$ cat src/inc/psrc_pkg.sv
// package: offsets, field layouts, reset values and bus types for the peripheral soft reset block
// Overview of operation
// - writes to group1 register are masked by the second capability mask
// - writes to group2 register are masked by the fourth capability mask
// - group1 register at offset 0x044, read/write, clears to zero on reset
// - group2 register at offset 0x048, read/write, clears to zero on reset
// - group1 bit 14 resets two-wire unit 1, bit 12 two-wire unit 0
// - group1 bit 5 resets sync serial unit 1, bit 4 sync serial unit 0
// - group1 bits 2,1,0 reset async serial units 2,1,0
// - group2 bit 13 holds the micro-DMA unit in reset
// - group2 bits 4 down to 0 reset ports E, D, C, B, A
// - a module held in reset loses its state and registers
// - bits never clear themselves; software writes zero to release
// - unused bit positions are read-only zero; software writes back read value
package psrc_pkg;
   localparam logic [11:0] PSRC_OFS_GROUP1   = 12'h044;
   localparam logic [11:0] PSRC_OFS_GROUP2   = 12'h048;
   localparam logic [31:0] PSRC_RST_GROUP1   = 32'h00000000;
   localparam logic [31:0] PSRC_RST_GROUP2   = 32'h00000000;
   // implemented bits of each register
   localparam logic [31:0] PSRC_IMPL_GROUP1  = 32'h00005037;
   localparam logic [31:0] PSRC_IMPL_GROUP2  = 32'h0000201F;
   // field positions, group1
   localparam int PSRC_BIT_TW1  = 14;
   localparam int PSRC_BIT_TW0  = 12;
   localparam int PSRC_BIT_SS1  = 5;
   localparam int PSRC_BIT_SS0  = 4;
   localparam int PSRC_BIT_AS2  = 2;
   localparam int PSRC_BIT_AS1  = 1;
   localparam int PSRC_BIT_AS0  = 0;
   // field positions, group2
   localparam int PSRC_BIT_DMA  = 13;
   localparam int PSRC_BIT_PE   = 4;
   localparam int PSRC_BIT_PD   = 3;
   localparam int PSRC_BIT_PC   = 2;
   localparam int PSRC_BIT_PB   = 1;
   localparam int PSRC_BIT_PA   = 0;
   localparam logic [1:0] PSRC_RESP_OKAY   = 2'h0;
   localparam logic [1:0] PSRC_RESP_SLVERR = 2'h2;

   // axi4-lite request channels from the master
   typedef struct packed {
      logic [11:0] awaddr;
      logic        awvalid;
      logic [31:0] wdata;
      logic [3:0]  wstrb;
      logic        wvalid;
      logic        bready;
      logic [11:0] araddr;
      logic        arvalid;
      logic        rready;
   } psrc_axi_req_t;

   // axi4-lite answer channels to the master
   typedef struct packed {
      logic        awready;
      logic        wready;
      logic [1:0]  bresp;
      logic        bvalid;
      logic        arready;
      logic [31:0] rdata;
      logic [1:0]  rresp;
      logic        rvalid;
   } psrc_axi_rsp_t;

   // per-module reset lines
   typedef struct packed {
      logic twowire_unit1_reset;
      logic twowire_unit0_reset;
      logic sync_serial_unit1_reset;
      logic sync_serial_unit0_reset;
      logic async_serial_unit2_reset;
      logic async_serial_unit1_reset;
      logic async_serial_unit0_reset;
      logic micro_dma_reset;
      logic port_e_reset;
      logic port_d_reset;
      logic port_c_reset;
      logic port_b_reset;
      logic port_a_reset;
   } psrc_resets_t;
endpackage

$ cat src/logic/psrc_reg.sv
// one masked software reset control register
`timescale 1ns/10ps
module psrc_reg #(
   parameter logic [31:0] IMPL  = 32'h00000000,
   parameter logic [31:0] RSTV  = 32'h00000000
) (
   // clock and reset
   input  wire logic        core_clk_in,
   input  wire logic        rst_b_in,
   // write port
   input  wire logic        wr_en_in,
   input  wire logic [31:0] wr_data_in,
   input  wire logic [3:0]  wr_strb_in,
   input  wire logic [31:0] cap_mask_in,
   // stored value
   output logic [31:0]      value_out
);
   logic [31:0] lane_mask;
   logic [31:0] wr_mask;

   // byte lanes, capability mask and implemented bits form the write mask
   always_comb begin
      lane_mask = {{8{wr_strb_in[3]}}, {8{wr_strb_in[2]}},
                   {8{wr_strb_in[1]}}, {8{wr_strb_in[0]}}};
      wr_mask   = lane_mask & cap_mask_in & IMPL;
   end

   // bits hold until software writes zero
   always_ff @(posedge core_clk_in or negedge rst_b_in) begin
      if (!rst_b_in) begin
         value_out <= RSTV;
      end else if (wr_en_in) begin
         value_out <= (value_out & ~wr_mask) | (wr_data_in & wr_mask);
      end
   end
endmodule // psrc_reg

$ cat src/logic/psrc_top.sv
// peripheral soft reset control: axi4-lite slave with two masked reset registers
//
// Design decision made here: the AXI4-Lite interface to the registers.
`timescale 1ns/10ps
module psrc_top (
   // clock and reset
   input  wire logic               core_clk_in,
   input  wire logic               rst_b_in,
   // register bus
   input  wire psrc_pkg::psrc_axi_req_t axi_req_in,
   output psrc_pkg::psrc_axi_rsp_t      axi_rsp_out,
   // capability masks from the capability registers
   input  wire logic [31:0]        capability_mask_second_in,
   input  wire logic [31:0]        capability_mask_fourth_in,
   // module reset lines
   output psrc_pkg::psrc_resets_t       resets_out
);
   import psrc_pkg::*;

   logic        aw_held;
   logic [11:0] aw_addr;
   logic        w_held;
   logic [31:0] w_data;
   logic [3:0]  w_strb;
   logic        wr_fire;
   logic        wr_g1;
   logic        wr_g2;
   logic [31:0] group1;
   logic [31:0] group2;
   logic [31:0] next_rdata;
   logic [1:0]  next_rresp;
   logic        aw_ready;
   logic        w_ready;
   logic        b_valid;
   logic [1:0]  b_resp;
   logic        ar_ready;
   logic        r_valid;
   logic [31:0] r_data;
   logic [1:0]  r_resp;

   // write address capture, taken when not already held and no response pending
   always_ff @(posedge core_clk_in or negedge rst_b_in) begin
      if (!rst_b_in) begin
         aw_held <= 1'b0;
         aw_addr <= 12'h000;
      end else if (wr_fire) begin
         aw_held <= 1'b0;
      end else if (axi_req_in.awvalid && axi_rsp_out.awready) begin
         aw_held <= 1'b1;
         aw_addr <= axi_req_in.awaddr;
      end
   end

   // write data capture
   always_ff @(posedge core_clk_in or negedge rst_b_in) begin
      if (!rst_b_in) begin
         w_held <= 1'b0;
         w_data <= 32'h00000000;
         w_strb <= 4'h0;
      end else if (wr_fire) begin
         w_held <= 1'b0;
      end else if (axi_req_in.wvalid && axi_rsp_out.wready) begin
         w_held <= 1'b1;
         w_data <= axi_req_in.wdata;
         w_strb <= axi_req_in.wstrb;
      end
   end

   // write decode once both halves are held
   always_comb begin
      wr_fire = aw_held && w_held && !axi_rsp_out.bvalid;
      wr_g1   = wr_fire && (aw_addr[11:2] == PSRC_OFS_GROUP1[11:2]);
      wr_g2   = wr_fire && (aw_addr[11:2] == PSRC_OFS_GROUP2[11:2]);
   end

   // ready flags and write response
   always_ff @(posedge core_clk_in or negedge rst_b_in) begin
      if (!rst_b_in) begin
         aw_ready <= 1'b0;
         w_ready  <= 1'b0;
         b_valid  <= 1'b0;
         b_resp   <= PSRC_RESP_OKAY;
      end else begin
         aw_ready <= !aw_held && !(axi_req_in.awvalid && aw_ready)
                     && !b_valid && !wr_fire;
         w_ready  <= !w_held && !(axi_req_in.wvalid && w_ready)
                     && !b_valid && !wr_fire;
         if (wr_fire) begin
            b_valid <= 1'b1;
            b_resp  <= (wr_g1 || wr_g2) ? PSRC_RESP_OKAY : PSRC_RESP_SLVERR;
         end else if (axi_req_in.bready) begin
            b_valid <= 1'b0;
         end
      end
   end

   // first register, masked by the second capability mask
   psrc_reg #(
      .IMPL (PSRC_IMPL_GROUP1),
      .RSTV (PSRC_RST_GROUP1)
   ) u_group1 (
      .core_clk_in (core_clk_in),
      .rst_b_in    (rst_b_in),
      .wr_en_in    (wr_g1),
      .wr_data_in  (w_data),
      .wr_strb_in  (w_strb),
      .cap_mask_in (capability_mask_second_in),
      .value_out   (group1)
   );

   // second register, masked by the fourth capability mask
   psrc_reg #(
      .IMPL (PSRC_IMPL_GROUP2),
      .RSTV (PSRC_RST_GROUP2)
   ) u_group2 (
      .core_clk_in (core_clk_in),
      .rst_b_in    (rst_b_in),
      .wr_en_in    (wr_g2),
      .wr_data_in  (w_data),
      .wr_strb_in  (w_strb),
      .cap_mask_in (capability_mask_fourth_in),
      .value_out   (group2)
   );

   // read data select; unused positions read zero
   always_comb begin
      next_rdata = 32'h00000000;
      next_rresp = PSRC_RESP_OKAY;
      if (axi_req_in.araddr[11:2] == PSRC_OFS_GROUP1[11:2]) begin
         next_rdata = group1 & PSRC_IMPL_GROUP1;
      end else if (axi_req_in.araddr[11:2] == PSRC_OFS_GROUP2[11:2]) begin
         next_rdata = group2 & PSRC_IMPL_GROUP2;
      end else begin
         next_rresp = PSRC_RESP_SLVERR;
      end
   end

   // read channel: arready high while idle, answer one cycle after acceptance
   always_ff @(posedge core_clk_in or negedge rst_b_in) begin
      if (!rst_b_in) begin
         ar_ready <= 1'b0;
         r_valid  <= 1'b0;
         r_data   <= 32'h00000000;
         r_resp   <= PSRC_RESP_OKAY;
      end else begin
         if (axi_req_in.arvalid && ar_ready) begin
            ar_ready <= 1'b0;
            r_valid  <= 1'b1;
            r_data   <= next_rdata;
            r_resp   <= next_rresp;
         end else if (r_valid) begin
            if (axi_req_in.rready) begin
               r_valid <= 1'b0;
            end
         end else begin
            ar_ready <= 1'b1;
         end
      end
   end

   // answer channels gathered into one struct; one process drives it, each field a flop
   always_comb begin
      axi_rsp_out.awready = aw_ready;
      axi_rsp_out.wready  = w_ready;
      axi_rsp_out.bresp   = b_resp;
      axi_rsp_out.bvalid  = b_valid;
      axi_rsp_out.arready = ar_ready;
      axi_rsp_out.rdata   = r_data;
      axi_rsp_out.rresp   = r_resp;
      axi_rsp_out.rvalid  = r_valid;
   end

   // reset lines registered from the control bits; each module is cleared while high
   always_ff @(posedge core_clk_in or negedge rst_b_in) begin
      if (!rst_b_in) begin
         resets_out <= '0;
      end else begin
         resets_out.twowire_unit1_reset      <= group1[PSRC_BIT_TW1];
         resets_out.twowire_unit0_reset      <= group1[PSRC_BIT_TW0];
         resets_out.sync_serial_unit1_reset  <= group1[PSRC_BIT_SS1];
         resets_out.sync_serial_unit0_reset  <= group1[PSRC_BIT_SS0];
         resets_out.async_serial_unit2_reset <= group1[PSRC_BIT_AS2];
         resets_out.async_serial_unit1_reset <= group1[PSRC_BIT_AS1];
         resets_out.async_serial_unit0_reset <= group1[PSRC_BIT_AS0];
         resets_out.micro_dma_reset          <= group2[PSRC_BIT_DMA];
         resets_out.port_e_reset             <= group2[PSRC_BIT_PE];
         resets_out.port_d_reset             <= group2[PSRC_BIT_PD];
         resets_out.port_c_reset             <= group2[PSRC_BIT_PC];
         resets_out.port_b_reset             <= group2[PSRC_BIT_PB];
         resets_out.port_a_reset             <= group2[PSRC_BIT_PA];
      end
   end

   // a masked-off bit never becomes one
   property p_mask_g1;
      @(posedge core_clk_in) disable iff (!rst_b_in)
      (wr_g1 && !capability_mask_second_in[PSRC_BIT_TW1] && !group1[PSRC_BIT_TW1])
         |=> !group1[PSRC_BIT_TW1];
   endproperty
   a_mask_g1: assert property (p_mask_g1) else $error("masked group1 bit set");

   property p_mask_g2;
      @(posedge core_clk_in) disable iff (!rst_b_in)
      (wr_g2 && !capability_mask_fourth_in[PSRC_BIT_DMA] && !group2[PSRC_BIT_DMA])
         |=> !group2[PSRC_BIT_DMA];
   endproperty
   a_mask_g2: assert property (p_mask_g2) else $error("masked group2 bit set");

   property p_g1_write;
      @(posedge core_clk_in) disable iff (!rst_b_in)
      (wr_g1 && (&w_strb[1:0]) && capability_mask_second_in[PSRC_BIT_TW0])
         |=> group1[PSRC_BIT_TW0] == $past(w_data[PSRC_BIT_TW0]);
   endproperty
   a_g1_write: assert property (p_g1_write) else $error("group1 write lost");

   property p_g2_write;
      @(posedge core_clk_in) disable iff (!rst_b_in)
      (wr_g2 && w_strb[0] && capability_mask_fourth_in[PSRC_BIT_PA])
         |=> group2[PSRC_BIT_PA] == $past(w_data[PSRC_BIT_PA]);
   endproperty
   a_g2_write: assert property (p_g2_write) else $error("group2 write lost");

   property p_hold;
      @(posedge core_clk_in) disable iff (!rst_b_in)
      !wr_g1 |=> group1 == $past(group1);
   endproperty
   a_hold: assert property (p_hold) else $error("group1 changed without write");

   property p_reserved;
      @(posedge core_clk_in) disable iff (!rst_b_in)
      ((group1 & ~PSRC_IMPL_GROUP1) == 32'h00000000)
         && ((group2 & ~PSRC_IMPL_GROUP2) == 32'h00000000);
   endproperty
   a_reserved: assert property (p_reserved) else $error("reserved bit set");

   property p_tw_out;
      @(posedge core_clk_in) disable iff (!rst_b_in)
      $rose(group1[PSRC_BIT_TW1]) |-> ##1 resets_out.twowire_unit1_reset [*2];
   endproperty
   a_tw_out: assert property (p_tw_out) else $error("two-wire reset late");

   property p_ss_out;
      @(posedge core_clk_in) disable iff (!rst_b_in)
      ##1 resets_out.sync_serial_unit0_reset == $past(group1[PSRC_BIT_SS0]);
   endproperty
   a_ss_out: assert property (p_ss_out) else $error("sync serial reset wrong");

   property p_as_out;
      @(posedge core_clk_in) disable iff (!rst_b_in)
      $fell(group1[PSRC_BIT_AS2]) |=> !resets_out.async_serial_unit2_reset;
   endproperty
   a_as_out: assert property (p_as_out) else $error("async serial reset stuck");

   property p_dma_out;
      @(posedge core_clk_in) disable iff (!rst_b_in)
      group2[PSRC_BIT_DMA] |=> resets_out.micro_dma_reset;
   endproperty
   a_dma_out: assert property (p_dma_out) else $error("dma reset missing");

   property p_port_out;
      @(posedge core_clk_in) disable iff (!rst_b_in)
      group2[PSRC_BIT_PE] |=> resets_out.port_e_reset;
   endproperty
   a_port_out: assert property (p_port_out) else $error("port e reset missing");

   // a group2 bit holds until software writes it
   property p_hold_g2;
      @(posedge core_clk_in) disable iff (!rst_b_in)
      !wr_g2 |=> group2 == $past(group2);
   endproperty
   a_hold_g2: assert property (p_hold_g2) else $error("group2 changed without write");

   // reading group1 returns its implemented bits with an okay answer
   property p_read_g1;
      @(posedge core_clk_in) disable iff (!rst_b_in)
      (axi_req_in.arvalid && axi_rsp_out.arready
         && (axi_req_in.araddr[11:2] == PSRC_OFS_GROUP1[11:2]))
         |=> (axi_rsp_out.rdata == ($past(group1) & PSRC_IMPL_GROUP1))
            && (axi_rsp_out.rresp == PSRC_RESP_OKAY);
   endproperty
   a_read_g1: assert property (p_read_g1) else $error("group1 read wrong");

   // reading group2 returns its implemented bits with an okay answer
   property p_read_g2;
      @(posedge core_clk_in) disable iff (!rst_b_in)
      (axi_req_in.arvalid && axi_rsp_out.arready
         && (axi_req_in.araddr[11:2] == PSRC_OFS_GROUP2[11:2]))
         |=> (axi_rsp_out.rdata == ($past(group2) & PSRC_IMPL_GROUP2))
            && (axi_rsp_out.rresp == PSRC_RESP_OKAY);
   endproperty
   a_read_g2: assert property (p_read_g2) else $error("group2 read wrong");

   // a read outside both registers answers zero with a slave error
   property p_read_bad;
      @(posedge core_clk_in) disable iff (!rst_b_in)
      (axi_req_in.arvalid && axi_rsp_out.arready
         && (axi_req_in.araddr[11:2] != PSRC_OFS_GROUP1[11:2])
         && (axi_req_in.araddr[11:2] != PSRC_OFS_GROUP2[11:2]))
         |=> (axi_rsp_out.rdata == 32'h00000000)
            && (axi_rsp_out.rresp == PSRC_RESP_SLVERR);
   endproperty
   a_read_bad: assert property (p_read_bad) else $error("unmapped read not refused");

   // a write outside both registers answers with a slave error
   property p_write_bad;
      @(posedge core_clk_in) disable iff (!rst_b_in)
      (wr_fire && (aw_addr[11:2] != PSRC_OFS_GROUP1[11:2])
         && (aw_addr[11:2] != PSRC_OFS_GROUP2[11:2]))
         |=> axi_rsp_out.bvalid && (axi_rsp_out.bresp == PSRC_RESP_SLVERR);
   endproperty
   a_write_bad: assert property (p_write_bad) else $error("unmapped write not refused");

   // port a line follows its bit one cycle later
   property p_pa_out;
      @(posedge core_clk_in) disable iff (!rst_b_in)
      ##1 (resets_out.port_a_reset == $past(group2[PSRC_BIT_PA]));
   endproperty
   a_pa_out: assert property (p_pa_out) else $error("port a reset wrong");

   // two-wire unit 0 line follows its bit one cycle later
   property p_tw0_out;
      @(posedge core_clk_in) disable iff (!rst_b_in)
      ##1 (resets_out.twowire_unit0_reset == $past(group1[PSRC_BIT_TW0]));
   endproperty
   a_tw0_out: assert property (p_tw0_out) else $error("two-wire 0 reset wrong");
endmodule // psrc_top

$ cat config.mk
export PLATFORM = sky130hd
export DESIGN_NAME = psrc_top
export DESIGN_NICKNAME = d
export VERILOG_FILES = /design/src/inc/psrc_pkg.sv /design/src/logic/psrc_reg.sv /design/src/logic/psrc_top.sv
export SDC_FILE = /design/constraint.sdc
export NUM_CORES = 1
export LEC_CHECK = 0
export BUFFER_PORTS_ARGS = -buffer_cell sky130_fd_sc_hd__buf_2
export CAP_MARGIN = 5
export CORE_ASPECT_RATIO = 0.7
export CORE_UTILIZATION = 27
export DETAILED_ROUTE_END_ITERATION = 8
export PLACE_DENSITY = 0.56
export SLEW_MARGIN = 20
export SYNTH_ARGS = -nofsm -noshare
export SYNTH_HDL_FRONTEND = slang
export SYNTH_HIERARCHICAL = 1
export SYNTH_SLANG_ARGS = --single-unit
$ cat constraint.sdc
create_clock -name core_clk_in -period 2.3 [get_ports core_clk_in]
set_input_delay 0.345 -clock core_clk_in [delete_from_list [all_inputs] [get_ports core_clk_in]]
set_output_delay 0.345 -clock core_clk_in [all_outputs]
set_load 0.005 [all_outputs]
==> results.md <==
* # resized after CTS at 0
* Register-to-register setup slack at 0.23 ns
* Pint at 0.00268 W
* VDD IR-drop max at 521 uV
* Worst-path fanout max at 5
* Row count at 30
* P per Cell Area at 1020 nW/um^2
* CP required at 2.51 ns
* Measured slew at the worst slew-check pin at 0.567 ns
* Pre-antenna DRT Iters at 4
* Most frequent CP cell: nand3_1
* Total power at 0.00359 W
* # fillers at 958
* Largest net degree at the start of global routing at 25
* Root buf cell: clkbuf_16
* Die area at 10,500 sq um
* Post-Syn Instances at 194
* Crit path largest cell delay at 0.38 ns
* Slowest-stage cell, CP: dfrtp_1
* Net Sw Frac at 0.255
* Worst-skew pair later-pin latency at 0.33 ns
* Hold depth at 2
* Worst clock skew at 0.00557 ns
* Hold-fix buffers, CTS at 1
* Hold WC Path Type: primary input to register
* Hold path start: axi_req_in[0]
* Psw at 0.000917 W
* Post-synthesis cell area at 2720 sq um
* Crit end category: register
* Drt drc at 0
* Slew headroom at 0.619
* Min-Delay Endpoint: r_valid
* Worst setup path class: register to register
* GRT Total Usage at 0.122
* Post-CTS Repair Setup Buffers at 0
* Worst setup SP type: register
* Ys Warns at 6
* CTS sink count at 65
* Outcome: finished, final reports clean
* RD Place Congestion at 0.669
* Area grow syn2layout at 29.3%
* Final Hold Fails at 0
* Final ANT Viol Nets at 0
* RSZ-0062 raised after global routing: no
* HPWL after detailed placement at 4.19 mm
* Sequential share of power at 0.441
* Gr ovfl total at 0
* Final hold slack at 0.183 ns
* Setup_tns at 0 ns
* N_diodes at 0
* Starting density of the core at 0.279
* CTS tree: done
* DRT iter0 DRCs at 45
* Die width at 122 microns
* Worst R2R Start: aw_addr[4]
* Placed instance area at 3170 sq um
* Share of cells above drive strength 1 at 0.408
* Post-Route WL at 5.80 mm
* Cts bufs inserted at 9
* Nets@finish at 413
* Finished Cell Area at 3510 sq um
* Initial antenna violation count at 0
* Max-Cap Viols at 0
* Via density at 4.13
* Clk pwr share at 0.412
* Avg Inst Size Synth at 14.0 sq um
* # IOs at 185
* CTS clk-pin slew, worst paths at 0.05 ns
* H-tree Lvls at 3
* Leakage power at 1.80 nW
* Fin crit share at 0.902
* Core area at 9720 sq um
* Max frequency at 482 MHz
* Worst path arrival time at 2.29 ns
* Clock buffer depth at 2
* Pins over their slew limit at 0
* FF-to-FF path depth at 6
* Chip height at 85.9 microns
* Setup violators final at 0
* Cells along the critical path: nor4b_1 -> nand3_1 -> nor3b_1 -> buf_4 -> nand3_1 -> mux2_4
* PortBufs at 79
* Final worst path period need at 2.07 ns
* Wirelength per Cell at 14.0 microns
* Via count at 1,716
* Post-layout util at 0.361
* Global-route wire length before repair at 9.05 mm
* Logic pwr share at 0.147
* Vias in the first global route at 1,728
worst max path at each step:
stage	from	to	slack, ns	cells after the start
after global routing	aw_addr[4]	register	0.04	6
after global placement	aw_addr[4]	register	0.17	6
after detailed placement	aw_addr[4]	register	0.24	6
after floorplan	b_valid	register	0.28	6
after CTS	aw_addr[4]	register	0.20	6
final	aw_addr[4]	register	0.23	6
cell type report:
type                            count  area [sq um]  area share
Clock buffer                       11           253      0.0719
Clock inverter                      5          77.6      0.0221
Inverter                            2          7.51     0.00214
Multi-Input combinational cell    116           923       0.263
Sequential cell                    65          1630       0.463
Tap cell                          128           160      0.0456
Timing Repair Buffer               88           465       0.132
layer usage:
layer | GRT usage | part of all wire | vias to the layer above | routed length (microns)
li1 | - | - | 807 | -
met4 | 0.0572 | 0.019 | 0 | 108
met2 | 0.166 | 0.41 | 77 | 2380
met3 | 0.0539 | 0.083 | 11 | 481
met5 | 0 | 0 | - | 0
met1 | 0.163 | 0.49 | 821 | 2830
worst max-delay path, delay by kind of cell, from the launching register on:
kind                   cells  cell delay (ns)
multiplexers               1             0.32
buffers and inverters      1             0.24
flip-flops                 1             0.38
AND/OR/NAND/NOR            4             1.03
through the flow:
stage,instances,setup WS [ns]
after floorplan,218,0.279
after global placement,398,0.166
after detailed placement,398,0.237
after CTS,415,0.203
after global routing,415,0.0414
final,415,0.225
power groups by stage:
| stage | clock, W | combinational [W] | sequential (W) |
|---|---|---|---|
| after detailed placement | 0 | 0.000543 | 0.00161 |
| after global placement | 0 | 0.000525 | 0.00160 |
| after global routing | 0.00158 | 0.000604 | 0.00163 |
| after CTS | 0.00152 | 0.000545 | 0.00159 |
| final | 0.00148 | 0.000529 | 0.00159 |
| after floorplan | 0 | 0.000451 | 0.00154 |
cells in the final DEF, fill, tap and decap left out:
| cell type | n |
|---|---|
| mux2_4 | 7 |
| buf_4 | 8 |
| nor3_1 | 1 |
| or4_4 | 1 |
| clkbuf_16 | 9 |
| clkbuf_8 | 2 |
| nor4b_1 | 1 |
| nand2_4 | 1 |
| o22a_1 | 1 |
| dlygate4sd3_1 | 1 |
| clkinv_2 | 2 |
| mux2_1 | 27 |
| a221o_1 | 4 |
| nor3b_1 | 2 |
| and2_0 | 4 |
| clkinvlp_4 | 1 |
| nor2b_1 | 2 |
| nor2_1 | 2 |
| inv_1 | 2 |
| dfrtp_1 | 65 |
| nor4_1 | 1 |
| a22o_1 | 5 |
| nand2b_1 | 2 |
| o21a_1 | 1 |
| xor2_1 | 1 |
| buf_2 | 79 |
| bufinv_16 | 2 |
| nor2_4 | 2 |
| or4b_4 | 1 |
| conb_1 | 25 |
| nand3_1 | 14 |
| nand2_1 | 3 |
| nor4_4 | 2 |
| and3b_1 | 1 |
| a21oi_1 | 3 |
| o21ai_1 | 1 |
| a21o_1 | 1 |
(Power assumes the default switching activity.)
